<file path="src/shared/pmc_pkg.sv">
package pmc_pkg;
   // ==========================================================
   // Register map.
   localparam logic [7:0] OFF_PLL_CTRL = 8'h00;
   localparam logic [7:0] OFF_VR_CTRL = 8'h04;
   localparam logic [7:0] OFF_MODE_REQ = 8'h08;
   localparam logic [7:0] OFF_STATUS = 8'h0c;
   // ==========================================================
   // Field positions.
   localparam int PLL_BYPASS_BIT = 0;
   localparam int PLL_OFF_BIT = 1;
   localparam int PLL_MULT_LSB = 8;
   localparam int MULT_W = 6;
   localparam int VR_LEVEL_LSB = 0;
   localparam int VR_PHY_WAKE_BIT = 8;
   localparam int VR_RTC_WAKE_BIT = 9;
   localparam int VR_RST_WAKE_BIT = 10;
   localparam int VR_SDRAM_HOLD_BIT = 11;
   localparam int MODE_W = 3;
   localparam int ST_HOLD_BIT = 4;
   localparam int ST_WAKE_BIT = 5;
   // ==========================================================
   // Reset values and codes.
   localparam logic [MULT_W-1:0] PLL_MULT_RST = 6'h06;
   localparam logic [1:0] VR_LEVEL_RST = 2'h3;
   localparam logic [1:0] VR_LEVEL_OFF = 2'h0;
   localparam logic [2:0] REQ_NONE = 3'h0;
   localparam logic [2:0] REQ_APPLY = 3'h1;
   localparam logic [2:0] REQ_SLEEP = 3'h2;
   localparam logic [2:0] REQ_DEEP = 3'h3;
   // ==========================================================
   // Timing.
   localparam int CLK_PERIOD_NS = 8;
   localparam int SETTLE_NS = 80;
   localparam int SETTLE_CYC = (SETTLE_NS + CLK_PERIOD_NS - 1) / CLK_PERIOD_NS;
   // ==========================================================
   // Operating modes.
   typedef enum logic [MODE_W-1:0] {
      M_STARTUP, M_FULL_ON, M_ACTIVE, M_SLEEP, M_DEEP, M_HIBERNATE
   } mode_t;
endpackage

</file>
<file path="src/hdl/power_mode_controller.sv">
// Functional notes
// (RULE1) Full-on: PLL on, unbypassed, clocks, power on.
// (RULE2) Power-up enters full-on mode.
// (RULE3) Active: PLL bypassed, both clocks at input.
// (RULE4) New multiplier applied on next full-on entry.
// (RULE5) Active mode allows DMA to L1.
// (RULE6) Software re-enables PLL before full-on or sleep.
// (RULE7) Sleep stops core clock, keeps PLL, system clock.
// (RULE8) Sleep wakeup: bypass clear full-on, else active.
// (RULE9) No system DMA to L1 in sleep.
// (RULE10) Deep sleep stops clocks, PLL, async access.
// (RULE11) Deep sleep exits: RTC to active, reset full-on.
// (RULE12) Hibernate removes power; level zero lowers wake.
// (RULE13) Hibernate tristates external pins.
// (RULE14) PHY, RTC, reset wakes individually enabled.
// (RULE15) Hibernate wake starts reset, raises wake output.
// (RULE16) Wake output high requests core power.
// (RULE17) Only regulator control survives hibernate.
// (RULE18) Control bit holds SDRAM self-refresh through hibernate.
// (RULE19) Start waits for active-low power-good.
// (RULE20) Mode changes apply only once core idles.
module power_mode_controller #(
   parameter int SETTLE = pmc_pkg::SETTLE_CYC
) (
   input wire logic CLK_SYS,
   input wire logic RESET,
   input wire logic PSEL,
   input wire logic PENABLE,
   input wire logic PWRITE,
   input wire logic [7:0] PADDR,
   input wire logic [31:0] PWDATA,
   output logic [31:0] PRDATA,
   output logic PREADY,
   output logic PSLVERR,
   input wire logic CORE_IDLE,
   input wire logic WAKEUP,
   input wire logic RTC_IRQ,
   input wire logic RTC_WAKE,
   input wire logic RESET_PIN_ASSERTED,
   input wire logic PHY_WAKE_PIN_N,
   input wire logic POWER_GOOD_IN_N,
   output logic PLL_ENABLE,
   output logic PLL_BYPASS,
   output logic [pmc_pkg::MULT_W-1:0] PLL_MULT,
   output logic CORE_CLOCK_EN,
   output logic SYS_CLOCK_EN,
   output logic CORE_POWER_ON,
   output logic DMA_L1_EN,
   output logic ASYNC_ACCESS_EN,
   output logic PAD_OE_N,
   output logic EXTERNAL_WAKE_OUT,
   output logic SDRAM_SELF_REFRESH_HOLD,
   output logic HW_RESET_START,
   output logic [pmc_pkg::MODE_W-1:0] MODE
);
   import pmc_pkg::*;

   // ==========================================================
   // Register state.
   mode_t mode_q, mode_d;
   logic bypass_q, pll_off_q, pready_q, slverr_q;
   logic [MULT_W-1:0] mult_q, applied_q;
   logic [1:0] vr_level_q, vr_level_d;
   logic wk_phy_q, wk_rtc_q, wk_rst_q, hold_cfg_q, from_hib_q;
   logic [2:0] req_q;
   logic [31:0] rdata_q;
   logic pll_en_q, byp_out_q, core_clk_q, sys_clk_q, power_q, dma_q;
   logic async_q, oe_n_q, wake_q, hold_q, hw_rst_q;
   logic supply_ok;

   // ==========================================================
   // Bus decode.
   wire logic setup = PSEL & ~PENABLE;
   wire logic wr = PSEL & PENABLE & PWRITE & pready_q;
   wire logic hit_pll = PADDR == OFF_PLL_CTRL;
   wire logic hit_vr = PADDR == OFF_VR_CTRL;
   wire logic hit_req = PADDR == OFF_MODE_REQ;
   wire logic hit_st = PADDR == OFF_STATUS;
   wire logic mapped = hit_pll | hit_vr | hit_req | hit_st;
   wire logic wr_pll = wr & hit_pll & ~slverr_q;
   wire logic wr_vr = wr & hit_vr & ~slverr_q;
   wire logic wr_req = wr & hit_req & ~slverr_q;
   wire logic [31:0] pll_view = {18'h0, mult_q, 6'h0, pll_off_q, bypass_q};
   wire logic [31:0] vr_view = {20'h0, hold_cfg_q, wk_rst_q, wk_rtc_q, wk_phy_q,
                                6'h0, vr_level_q};
   wire logic [31:0] st_view = {18'h0, applied_q, 2'h0, wake_q, hold_q, 1'b0,
                                mode_q};
   wire logic [31:0] rd_mux = hit_pll ? pll_view : hit_vr ? vr_view :
                              hit_req ? {29'h0, req_q} : hit_st ? st_view : 32'h0;

   // ==========================================================
   // Mode sequencing conditions.
   wire logic running = mode_q == M_FULL_ON || mode_q == M_ACTIVE;
   wire logic take = running & CORE_IDLE; // [RULE20]
   wire logic hib_go = take & (vr_level_q == VR_LEVEL_OFF); // [RULE12]
   wire logic wake_any = (wk_phy_q & ~PHY_WAKE_PIN_N) | (wk_rtc_q & RTC_WAKE) |
                         (wk_rst_q & RESET_PIN_ASSERTED); // [RULE14]
   wire logic hib_wake = mode_q == M_HIBERNATE && wake_any;
   wire logic held = pll_off_q & (((req_q == REQ_APPLY) & ~bypass_q) | (req_q == REQ_SLEEP));
   wire logic req_used = take & ~hib_go & (req_q != REQ_NONE) & ~held; // [RULE6]
   wire logic enter_full = mode_d == M_FULL_ON && mode_q != M_FULL_ON;

   always_comb begin
      mode_d = mode_q;
      case (mode_q)
         M_STARTUP: begin
            if (supply_ok) mode_d = M_FULL_ON; // [RULE2] [RULE19]
         end
         M_FULL_ON, M_ACTIVE: begin
            if (hib_go) begin
               mode_d = M_HIBERNATE; // [RULE12]
            end else if (take) begin
               case (req_q)
                  // A request that would need the PLL while it is stopped is held back.
                  REQ_APPLY: begin
                     if (bypass_q) mode_d = M_ACTIVE; // [RULE3]
                     else if (!pll_off_q) mode_d = M_FULL_ON; // [RULE6]
                  end
                  REQ_SLEEP: begin
                     if (!pll_off_q) mode_d = M_SLEEP; // [RULE6]
                  end
                  REQ_DEEP: mode_d = M_DEEP;
                  default: mode_d = mode_q;
               endcase
            end
         end
         M_SLEEP: begin
            if (WAKEUP) mode_d = bypass_q ? M_ACTIVE : M_FULL_ON; // [RULE8]
         end
         M_DEEP: begin
            if (RESET_PIN_ASSERTED) mode_d = M_FULL_ON; // [RULE11]
            else if (RTC_IRQ) mode_d = M_ACTIVE; // [RULE11]
         end
         M_HIBERNATE: begin
            if (wake_any) mode_d = M_STARTUP; // [RULE15]
         end
         default: mode_d = M_STARTUP;
      endcase
   end

   // Level back at its reset value after a wake brings the wake output up.
   always_comb begin
      vr_level_d = vr_level_q;
      if (hib_wake) vr_level_d = VR_LEVEL_RST; // [RULE15]
      else if (wr_vr) vr_level_d = PWDATA[VR_LEVEL_LSB +: 2];
   end

   supply_settle #(.CYCLES(SETTLE)) u_settle (
      .clk(CLK_SYS),
      .rst(RESET),
      .arm(mode_q == M_STARTUP),
      .good_n(POWER_GOOD_IN_N),
      .ready_q(supply_ok)
   );

   // ==========================================================
   // Bus slave flops.
   always_ff @(posedge CLK_SYS or posedge RESET) begin
      if (RESET) begin
         pready_q <= 1'b0;
         slverr_q <= 1'b0;
         rdata_q <= 32'h0;
      end else begin
         pready_q <= setup;
         slverr_q <= setup & ~mapped;
         if (setup) rdata_q <= rd_mux;
      end
   end

   // ==========================================================
   // Software registers; the PLL side is lost across hibernate.
   always_ff @(posedge CLK_SYS or posedge RESET) begin
      if (RESET) begin
         bypass_q <= 1'b0;
         pll_off_q <= 1'b0;
         mult_q <= PLL_MULT_RST;
         req_q <= REQ_NONE;
      end else if (hib_wake) begin
         bypass_q <= 1'b0; // [RULE17]
         pll_off_q <= 1'b0;
         mult_q <= PLL_MULT_RST;
         req_q <= REQ_NONE;
      end else begin
         if (wr_pll) begin
            bypass_q <= PWDATA[PLL_BYPASS_BIT];
            pll_off_q <= PWDATA[PLL_OFF_BIT];
            mult_q <= PWDATA[PLL_MULT_LSB +: MULT_W]; // [RULE4]
         end
         if (wr_req) req_q <= PWDATA[2:0];
         else if (req_used) req_q <= REQ_NONE;
      end
   end

   always_ff @(posedge CLK_SYS or posedge RESET) begin
      if (RESET) begin
         vr_level_q <= VR_LEVEL_RST;
         wk_phy_q <= 1'b0;
         wk_rtc_q <= 1'b0;
         wk_rst_q <= 1'b0;
         hold_cfg_q <= 1'b0;
      end else begin
         vr_level_q <= vr_level_d; // [RULE17]
         if (wr_vr) begin
            wk_phy_q <= PWDATA[VR_PHY_WAKE_BIT];
            wk_rtc_q <= PWDATA[VR_RTC_WAKE_BIT];
            wk_rst_q <= PWDATA[VR_RST_WAKE_BIT];
            hold_cfg_q <= PWDATA[VR_SDRAM_HOLD_BIT];
         end
      end
   end

   // ==========================================================
   // Mode and output flops, decoded from the next mode except wake_q (next level) and hw_rst_q (hib_wake).
   always_ff @(posedge CLK_SYS or posedge RESET) begin
      if (RESET) begin
         mode_q <= M_STARTUP;
         applied_q <= PLL_MULT_RST;
         from_hib_q <= 1'b0;
         pll_en_q <= 1'b0;
         byp_out_q <= 1'b0;
         core_clk_q <= 1'b0;
         sys_clk_q <= 1'b0;
         power_q <= 1'b1;
         dma_q <= 1'b0;
         async_q <= 1'b0;
         oe_n_q <= 1'b0;
         wake_q <= 1'b1;
         hold_q <= 1'b0;
         hw_rst_q <= 1'b0;
      end else begin
         mode_q <= mode_d;
         if (enter_full) applied_q <= mult_q; // [RULE4]
         if (hib_wake) from_hib_q <= 1'b1;
         else if (mode_d != M_STARTUP) from_hib_q <= 1'b0;
         pll_en_q <= mode_d == M_FULL_ON || mode_d == M_SLEEP ||
                     (mode_d == M_ACTIVE && !pll_off_q); // [RULE1] [RULE7] [RULE10]
         byp_out_q <= mode_d == M_ACTIVE; // [RULE3]
         core_clk_q <= mode_d == M_FULL_ON || mode_d == M_ACTIVE; // [RULE7]
         sys_clk_q <= mode_d == M_FULL_ON || mode_d == M_ACTIVE ||
                      mode_d == M_SLEEP; // [RULE10]
         power_q <= mode_d != M_HIBERNATE; // [RULE12]
         dma_q <= mode_d == M_FULL_ON || mode_d == M_ACTIVE; // [RULE5] [RULE9]
         async_q <= mode_d != M_DEEP && mode_d != M_HIBERNATE; // [RULE10]
         oe_n_q <= mode_d == M_HIBERNATE; // [RULE13]
         wake_q <= vr_level_d != VR_LEVEL_OFF; // [RULE12] [RULE16]
         hold_q <= hold_cfg_q && (mode_d == M_HIBERNATE ||
                   (mode_d == M_STARTUP && (from_hib_q || hib_wake))); // [RULE18]
         hw_rst_q <= hib_wake; // [RULE15]
      end
   end

   assign PRDATA = rdata_q;
   assign PREADY = pready_q;
   assign PSLVERR = slverr_q;
   assign PLL_ENABLE = pll_en_q;
   assign PLL_BYPASS = byp_out_q;
   assign PLL_MULT = applied_q;
   assign CORE_CLOCK_EN = core_clk_q;
   assign SYS_CLOCK_EN = sys_clk_q;
   assign CORE_POWER_ON = power_q;
   assign DMA_L1_EN = dma_q;
   assign ASYNC_ACCESS_EN = async_q;
   assign PAD_OE_N = oe_n_q;
   assign EXTERNAL_WAKE_OUT = wake_q;
   assign SDRAM_SELF_REFRESH_HOLD = hold_q;
   assign HW_RESET_START = hw_rst_q;
   assign MODE = mode_q;
endmodule // power_mode_controller

</file>
<file path="src/hdl/supply_settle.sv">
module supply_settle #(
   parameter int CYCLES = 10
) (
   input wire logic clk,
   input wire logic rst,
   input wire logic arm,
   input wire logic good_n,
   output logic ready_q
);
   localparam int CW = $clog2(CYCLES + 1);
   localparam logic [CW-1:0] LAST = CW'(CYCLES - 1);
   logic [CW-1:0] cnt_q;
   wire logic steady = arm & ~good_n;
   // ==========================================================
   // Counts consecutive cycles of a good supply before release.
   always_ff @(posedge clk or posedge rst) begin
      if (rst) begin
         cnt_q <= '0;
         ready_q <= 1'b0;
      end else begin
         cnt_q <= (steady && cnt_q != LAST) ? cnt_q + 1'b1 : '0;
         ready_q <= steady && cnt_q == LAST;
      end
   end
endmodule // supply_settle

</file>
<file path="config.mk">
export PLATFORM = sky130hd
export DESIGN_NAME = power_mode_controller
export DESIGN_NICKNAME = d
export VERILOG_FILES = /design/src/shared/pmc_pkg.sv /design/src/hdl/power_mode_controller.sv /design/src/hdl/supply_settle.sv
export SDC_FILE = /design/constraint.sdc
export NUM_CORES = 1
export LEC_CHECK = 0
export ABC_AREA = 1
export BUFFER_PORTS_ARGS = -buffer_cell sky130_fd_sc_hd__clkbuf_2
export CAP_MARGIN = 20
export CORE_UTILIZATION = 54
export DETAILED_ROUTE_END_ITERATION = 6
export GPL_TIMING_DRIVEN = 0
export PLACE_DENSITY = 0.91
export SLEW_MARGIN = 20
export SYNTH_ARGS = -nofsm -noshare
export SYNTH_HDL_FRONTEND = slang
export SYNTH_HIERARCHICAL = 1
export SYNTH_SLANG_ARGS = --single-unit
export TNS_END_PERCENT = 30
</file>
<file path="constraint.sdc">
create_clock -name CLK_SYS -period 3.1 [get_ports CLK_SYS]
set_input_delay 0.93 -clock CLK_SYS [delete_from_list [all_inputs] [get_ports CLK_SYS]]
set_output_delay 0.93 -clock CLK_SYS [all_outputs]
set_load 0.02 [all_outputs]
</file>
==> PnR_summary.wiki, run 1 <==
{| class="wikitable"
! Metric !! Value
|-
| Sequential share of the synthesized area || roughly 47%
|-
| Worst setup path class || in2reg
|-
| Share of final-layout standard cells stronger than drive strength 1 || between 20% and 30%
|-
| Core Rows || 26
|-
| Setup TNS || 0 ns
|-
| Number of violations reported at the end of detailed-routing iteration 0 || about 310
|-
| Highest net fanout along the worst path || 9
|-
| Gate count of the mapped netlist || 361
|-
| Critical Path Sink || mult_q[3]$_DFFE_PP0P_
|-
| LEAKAGE || ~0.0019 uW
|-
| Detailed placement HPWL || around 5200 um
|-
| Total power draw || 1290 uW
|-
| Reg2Reg Launch Point || MODE[0]$_DFF_PP0_
|-
| Data required time of the critical path || roughly 3.4 ns
|-
| Critical Path End Type || flip-flop
|-
| Crit path time final || between 2 and 2.5 ns
|-
| Result of the run || completed
|-
| Skew final || about 0.011 ns
|-
| Core ar. || 0.00517 sq mm
|-
| Die height || 75.7 um
|-
| Worst IR Drop VDD || around 200 uV
|-
| Layout Area Growth over Synthesis || 19.9%
|-
| Final hold viol count || 0
|-
| Clock latency at the later pin of the worst-skew pair || between 0.3 and 0.4 ns
|-
| Global-route total usage across every layer || about a quarter
|-
| Count of nets left with antenna violations after detail routing || 0
|-
| Worst slew margin || between 60% and 70%
|-
| Initial standard-cell utilization of the core || approximately 57%
|-
| Max_cap viols || 0
|-
| # hold bufs at CTS || 0
|-
| Least-Margin Pin Slew || 0.541 ns
|-
| Top cell type's share of synthesized area || between 40 and 50%
|-
| Final net count || a little over 500
|-
| I/O pin cnt || between 100 and 150
|-
| Global placer's final weighted congestion || ~0.94
|-
| Internal reg-to-reg setup slack || around 1.3 ns
|-
| Wirelength per Cell || 13.2 um
|-
| Pre-Repair DR Iteration Count || 6
|-
| Final Setup Violations || 0
|-
| Number of buffer cells added on primary ports || just over 60
|-
| CTS Buf Count || 5
|-
| Drt drc || 0
|-
| Mapped Area || between 0.002 and 0.003 sq mm
|-
| Avg Inst Size Synth || ~8.1 sq um
|-
| Count of cells along the worst register-to-register path || 11
|-
| Timing startpoint of the critical path || PADDR[1]
|-
| Clock sink count || 55
|-
| Pwr per Cell Area || 368 mW/mm^2
|-
| # resized after CTS || 0
|-
| Number of antenna violations at the first check in global routing || 0
|-
| Worst min path class || reg2reg
|-
| Number of register bits inferred by synthesis || 55
|-
| Root cell of the clock tree || clkbuf_8
|-
| Cells taking the most area after synthesis || dfrtp_1 40%, nand2_1 12%, dfstp_2 7.2%, buf_4 5.6%, inv_1 4.4%
|-
| Capture instance of the worst register-to-register path || PLL_MULT[3]$_DFFE_PP0P_
|-
| Vias post-DR || ~2700
|-
| Aggregate routed wire length || between 6000 and 7000 um
|-
| Clock slew at the register clock pins of the worst setup and hold paths || ~0.11 ns
|-
| Post-synth top area cell || dfrtp_1
|-
| Highest clock rate || approximately 460 MHz
|-
| Floorplan die area || roughly 0.0057 sq mm
|-
| CTS tree || built
|-
| Worst path arrival time || ~2.4 ns
|-
| Post-CTS repair timing setup buffer count || 0
|-
| First-pass GRT wire length || approximately 11000 um
|-
| Yosys warning total || 6
|-
| Library cells used by synthesis || 39
|-
| Maximum number of pins on one net before global-route repair || 35
|-
| Startpoint type of the worst setup path || input pin
|-
| Number of global-route vias before repair || around 2400
|-
| Number of H-tree levels || 2
|-
| RSZ-0062 raised after global routing || no
|-
| Total grt overflow || 0
|-
| Final clock period utilization by the worst path || between 70 and 80%
|-
| Hold Path Stages || 2
|-
| Final Max Slew Viols || 0
|-
| Die boundary width || 75.7 um
|-
| Vias per Instance || between 5 and 6
|-
| Antenna Diode Count || 0
|-
| Maximum clock insertion buffer count || 2
|}
==> area by class of cell <==
| class | instances | area [sq um] |
|---|---|---|
| inverter | 42 | 158 |
| multi-input combinational | 258 | 1280 |
| timing repair buffer | 62 | 325 |
| tap | 70 | 87.6 |
| sequential | 55 | 1390 |
| clock inverter | 3 | 27.5 |
| buffer | 26 | 181 |
| clock buffer | 5 | 68.8 |
| fill | 435 | 1660 |
==> report_power, final <==
part / switching [uW] / internal (uW) / total (uW)
Clock: 260 / 168 / 428
Sequential: 7.81 / 728 / 736
Combinational: 80.8 / 48.3 / 129
Total: 349 / 944 / 1290
==> logic make-up after synthesis <==
group,after synthesis,share of synthesized area (%)
compound gates,48,9.10
xor+xnor,1,0.299
fa+ha+maj,2,0.854
buf+inv,68,11.6
flops,55,47.3
other cells,1,0.128
simple gates,186,30.7
==> synthesized netlist by cell type <==
master,number
a211oi_1,1
a21oi_1,15
a21oi_2,1
a221oi_1,1
a22o_1,1
and3_1,1
buf_1,1
buf_2,1
buf_4,22
clkbuf_1,2
clkinv_1,1
conb_1,1
dfrtp_1,47
dfstp_2,8
ha_1,2
inv_1,34
inv_2,7
nand2_1,90
nand2_2,5
nand2_4,3
nand3_1,24
nand3_2,1
nand3_4,1
nand3b_1,1
nand4_1,10
nand4_2,3
nor2_1,33
nor2_2,8
nor2_8,1
nor3_1,2
nor3_2,1
nor3_4,1
o211ai_1,1
o21a_1,1
o21ai_0,24
o21ai_1,1
o221ai_1,2
or2_2,1
xnor2_1,1
==> worst min path at each step <==
stage                            startpoint                          end  slack (ns)
floorplan             mult_q[5]$_DFFE_PP0P_        mult_q[5]$_DFFE_PP0P_        0.46
global placement      PRDATA[4]$_DFFE_PP0P_        PRDATA[4]$_DFFE_PP0P_        0.46
detailed placement    PRDATA[5]$_DFFE_PP0P_        PRDATA[5]$_DFFE_PP0P_        0.47
CTS                                   RESET  u_settle/cnt_q[0]$_DFF_PP0_        0.50
global route                          RESET  u_settle/cnt_q[1]$_DFF_PP0_        0.51
finish              PLL_MULT[1]$_DFFE_PP1P_      PLL_MULT[1]$_DFFE_PP1P_        0.49
==> routing by layer <==
layer / vias to the layer above / part of all wire (%) / GRT usage (%)
met3: 17 / 7.3 / 5.29
met4: 0 / 1.8 / 8.44
met1: 1247 / 42 / 32.4
li1: 1299 / - / -
met2: 145 / 49 / 42.3
met5: - / 0 / 0
==> state kept, by name, indices dropped and copies added (netlist names), 2 cells and up <==
signal	flops
req_q	3
PRDATA	11
MODE	3
mult_q	6
vr_level_q	2
PLL_MULT	6
u_settle/cnt_q	4
==> metrics by stage <==
step           cell area [sq um]  instances  hold slack, ns  utilization [%]  setup WS [ns]
2_1_floorplan               3010        381           0.464                -          0.982
3_3_place_gp                3400        512           0.463             65.7          0.419
3_5_place_dp                3420        513           0.468             66.1          0.658
4_1_cts                     3510        521           0.495             67.9          0.982
5_1_grt                     3510        521           0.510             67.9          0.799
6_report                    3510        521           0.493             67.9          0.929
==> placed cells by master, fill, tap and decap left out, drive strengths merged, types with 4 or more instances in the layout <==
| master | count |
|---|---|
| a21oi | 16 |
| buf | 25 |
| clkbuf | 68 |
| conb | 21 |
| dfrtp | 47 |
| dfstp | 8 |
| inv | 43 |
| nand2 | 98 |
| nand3 | 26 |
| nand4 | 13 |
| nor2 | 42 |
| nor3 | 4 |
| o21ai | 25 |
==> critical path, stage by stage <==
cell,delay (ns)
clkbuf_2,0.09
nor2_2,0.19
nand2_1,0.15
nor3_4,0.41
nand2_1,0.16
nor2_2,0.25
inv_1,0.09
o21ai_0,0.15
Power figures use the tool's default switching activity.
==> run 2, diff against run 1 <==
ABC_AREA = 0   (was 1)
CORE_UTILIZATION = 50   (was 54)
PLACE_DENSITY = 0.86   (was 0.91)
clock period = 2.1 ns   (was 3.1 ns; I/O delays follow)
==> PnR_summary.wiki, run 2 <==
{| class="wikitable"
! Metric !! Value
|-
| Number of global-route vias before repair || approximately 2200
|-
| Vias per Instance || between 5 and 6
|-
| Final hold viol count || 0
|-
| Number of buffer cells added on primary ports || between 60 and 70
|-
| Library cells used by synthesis || 56
|-
| Post-synth EDFFs || 0
|-
| Aggregate routed wire length || 6160 um
|-
| Sequential share of the synthesized area || 47.5%
|-
| Highest clock rate || just under 500 MHz
|-
| Mapped Area || just under 0.003 sq mm
|-
| Worst min path class || in2async
|-
| Detailed placement HPWL || 4640 um
|-
| Gate count of the mapped netlist || roughly 280
|-
| Pre-Repair DR Iteration Count || 4
|-
| Clock latency at the later pin of the worst-skew pair || 0.31 ns
|-
| Final Setup Violations || 0
|-
| Ys async rst share || 100%
|-
| Least-Margin Pin Slew || about 0.76 ns
|-
| Final clock period utilization by the worst path || a little over nine tenths
|-
| Maximum number of pins on one net before global-route repair || 30
|-
| Startpoint type of the worst setup path || input pin
|-
| Highest net fanout along the worst path || 8
|-
| Core ar. || around 0.0056 sq mm
|-
| Number of violations reported at the end of detailed-routing iteration 0 || 130
|-
| Post-synth top flop || dfrtp_1
|-
| Number of H-tree levels || 2
|-
| Most used cells in the layout excluding fill and tap cells || 63 x clkbuf_2, 46 x dfrtp_1, 28 x nand2_1, 28 x buf_4, 25 x nor2_1
|-
| Skew final || ~0.013 ns
|-
| Root cell of the clock tree || clkbuf_8
|-
| Clock slew at the register clock pins of the worst setup and hold paths || between 0.1 and 0.15 ns
|-
| CTS tree || built
|-
| Die boundary width || 78.4 um
|-
| # hold bufs at CTS || 0
|-
| Die height || just under 80 um
|-
| Global placer's final weighted congestion || slightly above 0.9
|-
| Result of the run || completed
|-
| Cells taking the most area after synthesis || dfrtp_1 40%, dfstp_2 7.2%, buf_4 5.9%, mux2_4 5.1%, mux2i_1 4.8%
|-
| Dpl ws || -0.292 ns
|-
| Number of antenna violations at the first check in global routing || 0
|-
| First-pass GRT wire length || 9830 um
|-
| Maximum clock insertion buffer count || 2
|-
| Antenna Diode Count || 0
|-
| Most instantiated library cell after synthesis || dfrtp_1
|-
| I/O pin cnt || between 100 and 150
|-
| Worst path arrival time || 2.30 ns
|-
| Clock sink count || 55
|-
| Layout Area Growth over Synthesis || 24.1%
|-
| CTS Buf Count || 5
|-
| Max FFs per register || 11
|-
| Worst slew margin || between 40% and 50%
|-
| Global-route total usage across every layer || between 20% and 30%
|-
| RSZ-0062 raised after global routing || yes
|-
| Layout Cells excl Fill || between 400 and 500
|-
| Number of register bits inferred by synthesis || 55
|-
| Final design instance area without fill || ~0.0036 sq mm
|-
| Number of filler cells placed in the layout || between 400 and 500
|-
| Vias post-DR || about 2300
|-
| Core Rows || 27
|-
| Most common cell after layout, fill and taps aside || clkbuf_2
|-
| Total power draw || 3230 uW
|-
| Yosys warning total || 6
|-
| Top cell type's share of synthesized area || about two fifths
|-
| Crit path time final || ~2.1 ns
|-
| Critical Path End Type || flip-flop
|-
| List of most frequent post-synthesis cells || 47 x dfrtp_1, 28 x nand2_1, 28 x nor2_1
|-
| Dpl cells || 429
|-
| Floorplan die area || roughly 0.0061 sq mm
|-
| Setup TNS || 0 ns
|-
| Total grt overflow || 0
|-
| Fin worst setup slack || roughly 0.039 ns
|-
| Pwr per Cell Area || just under 900 mW/mm^2
|-
| Placement Cell Area || around 0.0034 sq mm
|-
| Worst setup path class || in2reg
|-
| LEAKAGE || around 0.0019 uW
|-
| Count of cells along the worst register-to-register path || 6
|-
| Worst IR Drop VDD || 445 uV
|-
| Drt drc || 0
|-
| Wirelength per Cell || ~14 um
|-
| Post-synth top area cell || dfrtp_1
|-
| Data required time of the critical path || 2.34 ns
|-
| Avg Inst Size Synth || about 11 sq um
|-
| Count of nets left with antenna violations after detail routing || 0
|-
| Final net count || about 420
|-
| Share of final-layout standard cells stronger than drive strength 1 || 41.0%
|-
| Final Max Slew Viols || 0
|-
| Initial standard-cell utilization of the core || a little over half
|-
| Max_cap viols || 0
|}
-- run 2: cell count changes after synthesis, sizes merged, moves of 5 or more --
cell | before | now
nor2 | 42 | 29
mux2 | 0 | 11
nand3 | 26 | 11
nand2 | 98 | 28
buf | 24 | 29
inv | 41 | 9
o21ai | 25 | 14
nand2b | 0 | 6
mux2i | 0 | 14
nand4 | 13 | 1
a21oi | 16 | 8
-- run 2: metrics by stage --
step | hold WS, ns | util, %
2_1_floorplan | 0.409 | -
3_3_place_gp | 0.455 | 60.9
3_5_place_dp | 0.468 | 61.3
4_1_cts | 0.196 | 63.5
5_1_grt | 0.200 | 65.0
6_report | 0.193 | 65.0
-- run 2: routing by layer --
layer	GRT usage, %	vias up	wire (um)	share of wire [%]
met4	7.59	0	131	2.1
met5	0	-	0	0
met2	37.3	89	3140	51
met3	3.60	17	364	5.9
li1	-	1088	-	-
met1	24.3	1086	2530	41
-- run 2: report_power, final --
group,switching (uW),internal (uW)
logic,706,559
clock network,363,362
registers,60.7,1180
total,1130,2100
-- run 2: worst paths after layout --
check | slack [ns] | endpoint | from
min in group CLK_SYS | 0.47 | u_settle/ready_q$_DFF_PP0_ | POWER_GOOD_IN_N
hold reg to reg | 0.48 | PRDATA[5]$_DFFE_PP0P_ | PRDATA[5]$_DFFE_PP0P_
setup / recovery | 0.04 | EXTERNAL_WAKE_OUT$_DFF_PP1_ | PADDR[7]
hold / removal | 0.19 | u_settle/cnt_q[3]$_DFF_PP0_ | RESET
setup reg to reg | 0.05 | PLL_MULT[0]$_DFFE_PP0P_ | req_q[2]$_DFFE_PP0P_
max in group asynchronous | 1.20 | CORE_POWER_ON$_DFF_PP1_ | RESET
-- run 2: timing repair --
action | CTS | global route
setup buffers | 0 | 6
resized for setup | 1 | 11
pin swaps | 0 | 1
cloned | 0 | 0
endpoints found under the hold margin | 0 | 0
endpoints found under the setup margin | 4 | 11
-- run 2: area by class of cell --
type                       instances  area [sq um]  area share, %
clock buffer                       5          68.8           1.90
clock inverter                     3          47.5           1.31
multi-input combinational        196          1380           38.1
sequential                        55          1390           38.3
buffer                            35           243           6.70
inverter                           9          33.8          0.933
timing repair buffer              68           370           10.2
tap                               72          90.1           2.49
-- run 2: cell families (layout without fill, tap and decap cells) --
kind of cell | count (synthesis) | in the layout | synth area share, %
xor gates and xnor gates | 3 | 3 | 0.900
DFF | 55 | 55 | 47.5
AOI/OAI and AO/OA | 43 | 43 | 10.3
buffers and inverters | 44 | 120 | 9.26
and+or+nand+nor | 100 | 100 | 19.2
muxes | 27 | 27 | 11.9
adders and majority gates | 2 | 2 | 0.857
other | 1 | 21 | 0.128
-- run 2: critical path: stages --
cell	delay, ns
clkbuf_2	0.08
nor2_1	0.15
nand3_2	0.15
or3_4	0.41
nor3b_4	0.48
nor3b_1	0.30
o21ai_1	0.10
